==> src/pcr_pkg.sv <==
package pcr_pkg;
	localparam int addr_width = 8;
	localparam int data_width = 8;
	localparam logic [7:0] power_control_offset = 8'h87;
	// field positions inside the power control byte
	localparam int bit_baud_doubler = 7;
	localparam int bit_frame_error_select = 6;
	localparam int bit_reserved = 5;
	localparam int bit_power_off_flag = 4;
	localparam int bit_user_flag_one = 3;
	localparam int bit_user_flag_zero = 2;
	localparam int bit_power_down_request = 1;
	localparam int bit_idle_request = 0;
	// values after reset; the reserved bit reads as zero
	localparam logic reset_baud_doubler = 1'h0;
	localparam logic reset_frame_error_select = 1'h0;
	localparam logic reset_power_off_flag = 1'h1;
	localparam logic reset_user_flag = 1'h0;
	localparam logic reset_power_down_request = 1'h0;
	localparam logic reset_idle_request = 1'h0;
	localparam logic [7:0] reset_read_data = 8'h00;
	// clocks spent leaving power-down after a keyboard wake
	localparam int wake_clocks = 1024;
	typedef enum logic [1:0] {
		pcr_run = 2'h0,
		pcr_idle = 2'h1,
		pcr_power_down = 2'h3,
		pcr_waking = 2'h2
	} pcr_state_type;
endpackage : pcr_pkg

==> src/pcr_wake_if.sv <==
`timescale 1ns/1ns
`default_nettype none
interface pcr_wake_if;
	logic start;
	logic done;
	modport ctrl (output start, input done);
	modport timer (input start, output done);
endinterface : pcr_wake_if
`default_nettype wire

==> src/pcr_wake_timer.sv <==
`timescale 1ns/1ns
`default_nettype none
module pcr_wake_timer #(
	parameter int count = pcr_pkg::wake_clocks
) (
	input wire logic clock, // core clock
	input wire logic rst_n, // async reset, active low
	pcr_wake_if.timer wake // start in, done out
);
	localparam int cw = $clog2(count) + 1;
	localparam logic [cw-1:0] load = cw'(count - 1);
	logic [cw-1:0] cnt;
	logic [cw-1:0] next_cnt;
	logic busy;
	logic next_busy;
	logic done;
	logic next_done;

	always_comb
	begin
		next_cnt = cnt;
		next_busy = busy;
		next_done = 1'b0;
		if (wake.start)
		begin
			next_cnt = load;
			next_busy = 1'b1;
		end
		else if (busy)
		begin
			if (cnt == '0)
			begin
				next_busy = 1'b0;
				next_done = 1'b1;
			end
			else
				next_cnt = cnt - 1'b1;
		end
	end

	always_ff @(posedge clock or negedge rst_n)
	begin
		if (!rst_n)
		begin
			cnt <= '0;
			busy <= 1'b0;
			done <= 1'b0;
		end
		else
		begin
			cnt <= next_cnt;
			busy <= next_busy;
			done <= next_done;
		end
	end

	assign wake.done = done;
endmodule : pcr_wake_timer
`default_nettype wire

==> src/pcr_power_control.sv <==
`timescale 1ns/1ns
`default_nettype none
// Overview of operation
// - baud doubler doubles rate in modes 1-3
// - frame error select picks mode or error bit
// - reserved bit ignored on write, reads zero
// - cold reset sets power-off flag; software clears
// - warm reset leaves power-off flag alone
// - two user flags read back last write
// - writing power-down bit enters power-down
// - any reset clears power-down bit
// - reset value reads 0001 0000 binary
// - power-down stops oscillator and watchdog
// - keyboard wake waits 1024 clocks first
// - idle keeps oscillator and watchdog running
module pcr_power_control #(
	parameter int wake_count = pcr_pkg::wake_clocks
) (
	input wire logic clock, // core clock, 250 MHz
	input wire logic rst_n, // warm reset, async, active low
	input wire logic power_on_rst_n, // cold power-on reset, async, active low
	input wire logic [pcr_pkg::addr_width-1:0] addr, // register address
	input wire logic [pcr_pkg::data_width-1:0] wdata, // write data
	input wire logic wr, // write strobe
	input wire logic rd, // read strobe
	output logic [pcr_pkg::data_width-1:0] rdata, // read data, cycle after rd
	input wire logic [1:0] serial_mode, // serial port mode 0..3
	input wire logic serial_mode_bit_zero, // mode bit zero of serial control
	input wire logic framing_error_bit, // framing error of serial control
	input wire logic interrupt_event, // any interrupt taken, pulse
	input wire logic keyboard_wake, // keyboard interrupt, pulse or level
	output logic baud_double_active, // serial baud rate doubled
	output logic serial_ctl_bit_view, // shared serial control bit position
	output logic frame_error_view, // high when that position shows framing error
	output logic oscillator_run, // oscillator enabled
	output logic watchdog_run, // watchdog timer may count
	output logic cpu_run // core executes
);
	logic any_rst_n;
	logic hit;
	logic baud_doubler;
	logic frame_error_select;
	logic power_off_flag;
	logic user_flag_one;
	logic user_flag_zero;
	logic power_down_request;
	logic idle_request;
	logic next_baud_doubler;
	logic next_frame_error_select;
	logic next_power_off_flag;
	logic next_user_flag_one;
	logic next_user_flag_zero;
	logic next_power_down_request;
	logic next_idle_request;
	logic [pcr_pkg::data_width-1:0] next_rdata;
	pcr_pkg::pcr_state_type state;
	pcr_pkg::pcr_state_type next_state;
	logic next_start;
	logic start;

	pcr_wake_if wake ();

	// a cold reset is also a reset for every other bit
	assign any_rst_n = rst_n & power_on_rst_n;
	assign hit = (addr == pcr_pkg::power_control_offset);

	pcr_wake_timer #(
		.count(wake_count)
	) u_wake_timer (
		.clock(clock),
		.rst_n(any_rst_n),
		.wake(wake.timer)
	);
	assign wake.start = start;

	always_comb
	begin
		next_baud_doubler = baud_doubler;
		next_frame_error_select = frame_error_select;
		next_power_off_flag = power_off_flag;
		next_user_flag_one = user_flag_one;
		next_user_flag_zero = user_flag_zero;
		next_power_down_request = power_down_request;
		next_idle_request = idle_request;
		// hardware clears first, so a write in the same cycle wins
		if (interrupt_event)
			next_idle_request = 1'b0;
		if (wake.done)
			next_power_down_request = 1'b0;
		if (wr && hit)
		begin
			next_baud_doubler = wdata[pcr_pkg::bit_baud_doubler];
			next_frame_error_select = wdata[pcr_pkg::bit_frame_error_select];
			// reserved position is not stored at all
			next_power_off_flag = wdata[pcr_pkg::bit_power_off_flag];
			next_user_flag_one = wdata[pcr_pkg::bit_user_flag_one];
			next_user_flag_zero = wdata[pcr_pkg::bit_user_flag_zero];
			next_power_down_request = wdata[pcr_pkg::bit_power_down_request];
			next_idle_request = wdata[pcr_pkg::bit_idle_request];
		end
	end

	always_ff @(posedge clock or negedge any_rst_n)
	begin
		if (!any_rst_n)
		begin
			baud_doubler <= pcr_pkg::reset_baud_doubler;
			frame_error_select <= pcr_pkg::reset_frame_error_select;
			user_flag_one <= pcr_pkg::reset_user_flag;
			user_flag_zero <= pcr_pkg::reset_user_flag;
			power_down_request <= pcr_pkg::reset_power_down_request;
			idle_request <= pcr_pkg::reset_idle_request;
		end
		else
		begin
			baud_doubler <= next_baud_doubler;
			frame_error_select <= next_frame_error_select;
			user_flag_one <= next_user_flag_one;
			user_flag_zero <= next_user_flag_zero;
			power_down_request <= next_power_down_request;
			idle_request <= next_idle_request;
		end
	end

	// only power-on reaches this flop; warm reset must not touch it
	always_ff @(posedge clock or negedge power_on_rst_n)
	begin
		if (!power_on_rst_n)
			power_off_flag <= pcr_pkg::reset_power_off_flag;
		else
			power_off_flag <= next_power_off_flag;
	end

	always_comb
	begin
		next_rdata = pcr_pkg::reset_read_data;
		if (rd && hit)
		begin
			next_rdata[pcr_pkg::bit_baud_doubler] = baud_doubler;
			next_rdata[pcr_pkg::bit_frame_error_select] = frame_error_select;
			next_rdata[pcr_pkg::bit_reserved] = 1'b0;
			next_rdata[pcr_pkg::bit_power_off_flag] = power_off_flag;
			next_rdata[pcr_pkg::bit_user_flag_one] = user_flag_one;
			next_rdata[pcr_pkg::bit_user_flag_zero] = user_flag_zero;
			next_rdata[pcr_pkg::bit_power_down_request] = power_down_request;
			next_rdata[pcr_pkg::bit_idle_request] = idle_request;
		end
	end

	always_ff @(posedge clock or negedge any_rst_n)
	begin
		if (!any_rst_n)
			rdata <= pcr_pkg::reset_read_data;
		else
			rdata <= next_rdata;
	end

	// power-down takes priority when both request bits are written
	always_comb
	begin
		next_state = state;
		next_start = 1'b0;
		case (state)
			pcr_pkg::pcr_run:
			begin
				if (power_down_request)
					next_state = pcr_pkg::pcr_power_down;
				else if (idle_request)
					next_state = pcr_pkg::pcr_idle;
			end
			pcr_pkg::pcr_idle:
			begin
				if (power_down_request)
					next_state = pcr_pkg::pcr_power_down;
				else if (!idle_request)
					next_state = pcr_pkg::pcr_run;
			end
			pcr_pkg::pcr_power_down:
			begin
				if (!power_down_request)
					next_state = pcr_pkg::pcr_run;
				else if (keyboard_wake)
				begin
					next_state = pcr_pkg::pcr_waking;
					next_start = 1'b1;
				end
			end
			pcr_pkg::pcr_waking:
			begin
				if (wake.done)
					next_state = pcr_pkg::pcr_run;
			end
			default:
				next_state = pcr_pkg::pcr_run;
		endcase
	end

	always_ff @(posedge clock or negedge any_rst_n)
	begin
		if (!any_rst_n)
		begin
			state <= pcr_pkg::pcr_run;
			start <= 1'b0;
		end
		else
		begin
			state <= next_state;
			start <= next_start;
		end
	end

	// mode 0 has a fixed rate, so the doubler only acts in modes 1 to 3
	assign baud_double_active = baud_doubler && (serial_mode != 2'h0);
	assign serial_ctl_bit_view = frame_error_select ? framing_error_bit : serial_mode_bit_zero;
	assign frame_error_view = frame_error_select;
	// the oscillator stays off through power-down; it restarts for the wake delay
	assign oscillator_run = (state != pcr_pkg::pcr_power_down);
	assign watchdog_run = (state == pcr_pkg::pcr_run) || (state == pcr_pkg::pcr_idle);
	assign cpu_run = (state == pcr_pkg::pcr_run);
endmodule : pcr_power_control
`default_nettype wire

==> config.mk <==
export PLATFORM = sky130hd
export DESIGN_NAME = pcr_power_control
export DESIGN_NICKNAME = d
export VERILOG_FILES = /design/src/pcr_pkg.sv /design/src/pcr_wake_if.sv /design/src/pcr_wake_timer.sv /design/src/pcr_power_control.sv
export SDC_FILE = /design/constraint.sdc
export NUM_CORES = 1
export LEC_CHECK = 0
export BUFFER_PORTS_ARGS = -buffer_cell sky130_fd_sc_hd__buf_2
export CORE_AREA = 2 2 66 68
export DETAILED_ROUTE_END_ITERATION = 8
export DIE_AREA = 0 0 68 70
export SYNTH_ARGS = -nofsm -noshare
export SYNTH_HDL_FRONTEND = slang
export SYNTH_HIERARCHICAL = 1
export SYNTH_SLANG_ARGS = --single-unit
==> constraint.sdc <==
create_clock -name clock -period 2.3 [get_ports clock]
set_input_delay 0.345 -clock clock [delete_from_list [all_inputs] [get_ports clock]]
set_output_delay 0.345 -clock clock [all_outputs]
set_load 0.1 [all_outputs]
# Yosys cells after proc, flatten, opt, wreduce, memory -nomap -nowiden
# Index checks and enable logic that the tools add are counted.
# totals
reg_bits	31
input_bits	27
out_inout_bits	14
wordCells	63
# op_classes
n_addsub	1
eq_ne	10
muxes	26
n_bitwise	1
reduce_logical	12
# op_table
op	n
two-way mux 11 bit	3
two-way mux 1 bit	14
two-way mux 2 bit	7
zero test 11 bit	1
subtractor 11 x 1 -> 11 bit, second input constant	1
equality test 8 bit, second input constant	1
two-way mux 8 bit	1
one-hot mux 2 bit (4 select lines)	1
nonzero test 2 bit	4
inequality test 3 bit, second input constant	2
equality test 2 bit, second input constant	2
inequality test 2 bit, second input constant	2
AND reduction 4 bit	1
logical AND 1 bit	3
inequality test 3 x 1 -> 1 bit, second input constant	1
equality test 2 x 1 -> 1 bit, second input constant	1
zero test 2 bit	1
inequality test 2 x 1 -> 1 bit, second input constant	1
AND reduction 2 bit	1
AND 1 bit	1
logical OR 1 bit	1

# Logic depth before layout (Yosys ltp)
# Gate-level depths: netlist of the first run.
# depth
depth_word	4
ltp_mapped	6
depth_no_buf	6

# By module
# The synthesis of the first run kept the hierarchy.
# by_module_without_submodules
module	n_inst	cells_per_inst	area_per_inst_um2	seq_area_each_um2
pcr_wake_timer	1	71	740.7	325.3
pcr_power_control	1	53	706.9	426.7

# Worst setup path after synthesis of the first run
# OpenSTA, ideal clock, no wires.
# synth_path
path_kind	register to output
from	register state[1]
to	output port cpu_run
arrival_time_ns	1.655
setup_slack_ns	0.300
stages_incl_launch_ff	2
cell_sequence	dfrtp_1 -> nor2_1
# synth_between
elab_chain_cells	1
# synth_lines
item	line	text
from (decl)	pcr_power_control.sv:56	pcr_pkg::pcr_state_type state;
from (signal assigned)	pcr_power_control.sv:202	state <= pcr_pkg::pcr_run;
from (signal assigned)	pcr_power_control.sv:207	state <= next_state;
zero test 2 bit	pcr_power_control.sv:219	assign cpu_run = (state == pcr_pkg::pcr_run);
to (decl)	pcr_power_control.sv:37	output logic cpu_run
# No other way between the ends.

# Final worst setup path of the first run
# layout_path
from	register u_wake_timer.cnt[0]
to	register u_wake_timer.cnt[3]
# layout_between
elab_chain_cells	4
elab_cells_between_ends	7
# layout_lines
item	line	text
from (decl)	pcr_wake_timer.sv:12	logic [cw-1:0] cnt;
from (signal assigned)	pcr_wake_timer.sv:51	cnt <= next_cnt;
subtractor 11 x 1 -> 11 bit	pcr_wake_timer.sv:37	next_cnt = cnt - 1'b1;
two-way mux 11 bit	pcr_wake_timer.sv:31	if (cnt == '0)
two-way mux 11 bit	pcr_wake_timer.sv:29	else if (busy)
two-way mux 11 bit	pcr_wake_timer.sv:24	if (wake.start)
# Several ways; a longest one is shown, not always the timed one. The select of a mux whose other input is x is not followed.
# A chain may end at the register's enable or synchronous reset.

==> results of run 1 <==
-- area by class of cell --
class | instances | area, µm² | share of cell area, %
multi-input combinational | 85 | 651 | 35.9
clock inverter | 2 | 37.5 | 2.07
timing repair buffer | 40 | 208 | 11.5
inverter | 7 | 26.3 | 1.45
sequential | 30 | 752 | 41.5
tap | 52 | 65.1 | 3.59
clock buffer | 6 | 72.6 | 4.01
-- power by group --
part           internal, mW  switching [mW]  leakage (nW)  total (mW)
clock                 0.323           0.199        0.0514       0.522
sequential            0.546          0.0185         0.409       0.564
combinational        0.0547           0.218         0.502       0.273
-- stage by stage --
step,instances,power (mW),hold slack [ps],area [µm²]
after global routing,222,1.42,200,1810
after global placement,213,0.840,287,1690
after CTS,222,1.38,169,1810
final,222,1.36,167,1810
after floorplan,124,0.795,197,1450
after detailed placement,213,0.847,293,1690
-- registers in the layout (all words and copies together), names as in the netlist --
| signal | cells |
|---|---|
| baud_doubler | 1 |
| frame_error_view | 1 |
| idle_request | 1 |
| power_down_request | 1 |
| power_off_flag | 1 |
| rdata | 7 |
| start | 1 |
| state | 2 |
| u_wake_timer/busy | 1 |
| u_wake_timer/cnt | 11 |
| u_wake_timer/wake.done | 1 |
| user_flag_one | 1 |
| user_flag_zero | 1 |
-- cells in the final DEF (no fill, tap or decap), types with 4 or more instances in the layout --
master	synthesis	layout
inv_1	6	6
dfrtp_1	29	29
and2_1	8	8
nor2b_1	4	4
or4_1	5	5
buf_2	0	38
mux2_2	8	8
clkbuf_8	0	5
nor2_1	6	6
nand3_1	6	6
nand2_1	5	5
-- worst paths after layout --
path / start / to / slack, ps / depth (start not counted)
setup / recovery: u_wake_timer/cnt[0] / u_wake_timer/cnt[3] / 350 / 6
hold / removal: rst_n / user_flag_zero / 170 / 3
setup reg to reg: u_wake_timer/cnt[0] / u_wake_timer/cnt[3] / 350 / 6
hold reg to reg: user_flag_zero / rdata[2] / 480 / 1
max in group asynchronous: power_on_rst_n / u_wake_timer/cnt[4] / 1300 / 4
min in group clock: keyboard_wake / start / 290 / 3
-- layer usage --
layer  track usage (%)  vias to the layer above  wire length (µm)
met5                 0                        -                 0
met4              6.67                        0                68
met3              5.96                        6               226
met2              23.7                       40              1450
met1              14.9                      537              1080
li1                  -                      533                 -
-- critical path, delay by kind of cell, from the launching register on --
family / cells / cell delay [ps]
DFF: 1 / 400
and+or+nand+nor: 3 / 700
buffers and inverters: 1 / 100
AOI/OAI and AO/OA: 1 / 430
adders and majority gates: 1 / 190
-- repair_timing --
item                                    4_1_cts  5_1_grt
hold buffers                                  1        0
endpoints found under the setup margin        0        0
endpoints found under the hold margin         1        0
-- kinds of logic (layout without fill, tap and decap cells) --
family          Yosys count  in the layout  synth area share [%]
simple gates             56             56                  25.2
flops                    30             30                  51.9
compound gates           16             16                  10.5
mux                      10             10                  7.61
buf+inv                   9             55                  3.11
fa+ha+maj                 1              1                 0.864
other cells               1              1                 0.259
xor+xnor                  1              1                 0.605
==> impl_metrics.ini, run 1 <==
[grt]
grt_pass1_vias = 1176
antenna_found_initial = 0
grt_max_degree = 30
grt_first_pass_wirelength_um = 5030
grt_use_total_pct = 14.2
grt.overflow.total = 0

[die]
num_rows = 24
die-area_mm2 = 0.00476
core_area_mm2 = 0.00414
initial_core_util_pct = 34.9
ioPinCount = 41
die_w_um = 68
die_y_um = 70

[worst_setup_path]
cp-start-kind = flip-flop
path_common_cell = or3b_1
crit_path_end_kind = flip-flop
cpMaxStageDelayCell = or3b_1
max_stage_delay_ps = 450
path_cells = inv_1, ha_1, or3b_1, o41ai_4, or3b_1, nand3_1
required_ps = 2450
critPathKind = reg2reg
critPathArrivalTime_ps = 2100
crit_path_max_fanout = 5

[yosys]
syn_avg_cell_area_um2 = 11.7
synthFlopType = dfrtp_1
syn_inst = 124
netlist_top_cells_area = dfrtp_1, mux2_2, o41ai_4, and2_1, or4_1
ys_types = 41
synthArstFlopShare_pct = 100
ys_ff_latch = 30
netlist_area_mm2 = 0.00145
yosys.area.top_type = dfrtp_1
yosysMostFrequentCell = dfrtp_1
synth_nets = 152
ys_seq_area_share_pct = 51.9
synth_edf_count = 0
synth_top_area_share_pct = 50.1
synth_common_cells = dfrtp_1, and2_1, mux2_2
yosys_warnings = 6

[sta]
clock_skew_ps = 5.46
setup_ws_ps = 351
setup_viol = 0
tns_ps = 0
fmax_ghz = 0.513
hold_violations = 0
drv_slew = 0
rsz0062_at_grt = no
period_share_pct = 84.7
finalCriticalPeriod_ps = 1950

[power]
p_leak_nw = 0.963
peakVddDrop_uv = 494
powerDensity_mw_per_mm2 = 750

[route]
ant_nets = 0
wire_per_inst_um = 12.7
viasPerCell = 5.03
firstDrtPassIters = 4
drt_iter0_drc = 34
drc_errors = 0
finalWirelength_um = 2830
via_count = 1116

[status]
status = finished clean

[cells_and_area]
utilization_pct = 43.7
nets = 197
area_growth_pct = 25.2
drive_above_1_share_pct = 38.2
fillers = 407
num_antenna_cells = 0

[cts]
clk_pin_slew_ps = 60
numCtsBuffers = 5
cts_buffer_depth = 2
htree_levels = 2
cts_resized = 0
clockRootBuffer = clkbuf_8
clk_latency_ps = 280
post-cts-setup-buffers = 0
cts.sinks = 30
cts_tree = built

[min_path]
hp-class = in2async

[placement]
dp_hpwl_um = 2100
port_buffers = 38
dp_worst_setup_slack_ps = 363
place_congestion = 0.736

[job]
drv_cap = 0
No activity file was read; power rests on OpenSTA's default activity.
==> run 2, diff against run 1 <==
==> constraint.sdc (replaced) <==
create_clock -name clock -period 1.55 [get_ports clock]
set_input_delay 0.2325 -clock clock [delete_from_list [all_inputs] [get_ports clock]]
set_output_delay 0.2325 -clock clock [all_outputs]
set_load 0.1 [all_outputs]
==> run 2 against run 1 <==
Wire length increased by 12%. Critical path type unchanged. Highest routed layer unchanged. Global-route usage up 1.1 points. Largest power group unchanged. Setup slack lost 530 ps. Sequential share of layout area fell by 4.6 points. Final area rose by 13%. The run now ends with setup timing left.
==> impl_metrics.ini, run 2 (synthesized netlist as in run 1, its figures left out) <==
[worst_setup_path]
critPathArrivalTime_ps = 1900
reg2reg_depth = 3
reg2reg_setup_slack_ps = -180
r2r_end = u_wake_timer/cnt[10]
startpoint = u_wake_timer/cnt[7]
rr_startpoint = u_wake_timer/cnt[7]
required_ps = 1720
crit_path_max_fanout = 3
crit_path_end_kind = flip-flop
cp-start-kind = flip-flop
critPathKind = reg2reg

[placement]
dp_worst_setup_slack_ps = -269
port_buffers = 38
place_congestion = 0.763
dp_hpwl_um = 2230
place_area_mm2 = 0.00184

[route]
firstDrtPassIters = 4
ant_nets = 0
top_layer_used = met4
drt_iter0_drc = 30
drc_errors = 0
wire_per_inst_um = 13.1
finalWirelength_um = 3180
met3_length_um = 183
wl_met1_um = 1270
dr_wl_met2_um = 1690
viasPerCell = 4.95
via_count = 1199

[cts]
clk_latency_ps = 280
cts_tree = built
clk_pin_slew_ps = 70
numCtsBuffers = 5
cts.sinks = 30
cts_buffer_depth = 2
clockRootBuffer = clkbuf_8
htree_levels = 2

[sta]
fmax_ghz = 0.577
finalCriticalPeriod_ps = 1730
setup_ws_ps = -182
rsz0062_at_grt = yes
tns_ps = -1100
hold_violations = 0
period_share_pct = 112
setup_viol = 10
drv_slew = 0
clock_skew_ps = 2.77

[grt]
grt_pass1_vias = 1209
grt_first_pass_wirelength_um = 5460
grt.overflow.total = 0
antenna_found_initial = 0
grt_max_degree = 30
grt_use_total_pct = 15.3

[die]
die-area_mm2 = 0.00476
die_y_um = 70
initial_core_util_pct = 34.9
core_area_mm2 = 0.00414
ioPinCount = 41
num_rows = 24
die_w_um = 68

[cells_and_area]
largest_reg_flops = 11
multi_input_area_um2 = 731
top_regs = u_wake_timer/cnt (11), rdata (7), state (2)
fillers = 396
final_cell_mix = buf_2, dfrtp_1, buf_4
nets = 217
final_area_mm2 = 0.00204
drive_above_1_share_pct = 53.7
final_common_cell = buf_2
regMostFlops = u_wake_timer/cnt
seq_area_um2 = 753
area_growth_pct = 41.1
num_antenna_cells = 0

[status]
violations = setup timing
status = finished, violations left

[min_path]
hp-class = in2async

[power]
p_leak_nw = 1.07
peakVddDrop_uv = 800
finalPower_mw = 1.93
powerDensity_mw_per_mm2 = 945

[job]
drv_cap = 0
## run 2: critical path: stages (launching register included)
cell	delay [ps]
dfrtp_1	400
or4_4	550
or4_4	450
o211a_1	220
## run 2: worst max path at each step
stage / endpoint / slack (ps) / cells past startpoint
6_report: u_wake_timer/cnt[10] / -180 / 3
5_1_grt: u_wake_timer/cnt[4] / -230 / 6
4_1_cts: u_wake_timer/cnt[0] / -180 / 6
3_5_place_dp: u_wake_timer/cnt[9] / -270 / 5
3_3_place_gp: u_wake_timer/cnt[4] / -210 / 6
2_1_floorplan: u_wake_timer/cnt[4] / -190 / 6
## run 2: metrics by stage
| stage | hold slack (ps) | cells | util (%) |
|---|---|---|---|
| 2_1_floorplan | 84.7 | 124 | - |
| 3_3_place_gp | 174 | 228 | 44.4 |
| 3_5_place_dp | 179 | 228 | 44.4 |
| 4_1_cts | 63.8 | 240 | 48.4 |
| 5_1_grt | 93.4 | 242 | 49.3 |
| 6_report | 60.6 | 242 | 49.3 |
## run 2: cell type report
class	instances	share of cell area [%]
Clock inverter	2	0.612
Tap cell	52	3.18
Inverter	7	1.29
Clock buffer	6	4.04
Timing Repair Buffer	60	18.2
Multi-Input combinational cell	85	35.8
Sequential cell	30	36.9
## run 2: repair_timing
action,4_1_cts,5_1_grt
setup buffers,3,2
hold endpoints to repair,1,0
hold buffers,1,0
setup endpoints to repair,12,13
pin swaps,6,3
resized for setup,9,4
## run 2: power by group
| part | internal [mW] | switching, mW |
|---|---|---|
| combinational | 0.103 | 0.332 |
| sequential | 0.810 | 0.0285 |
| clock | 0.356 | 0.301 |
## run 2: routing by layer
layer	vias to the layer above	track usage, %
met5	-	0
met2	37	25.2
met3	4	5.48
met1	584	17.7
li1	574	-
met4	0	6.00
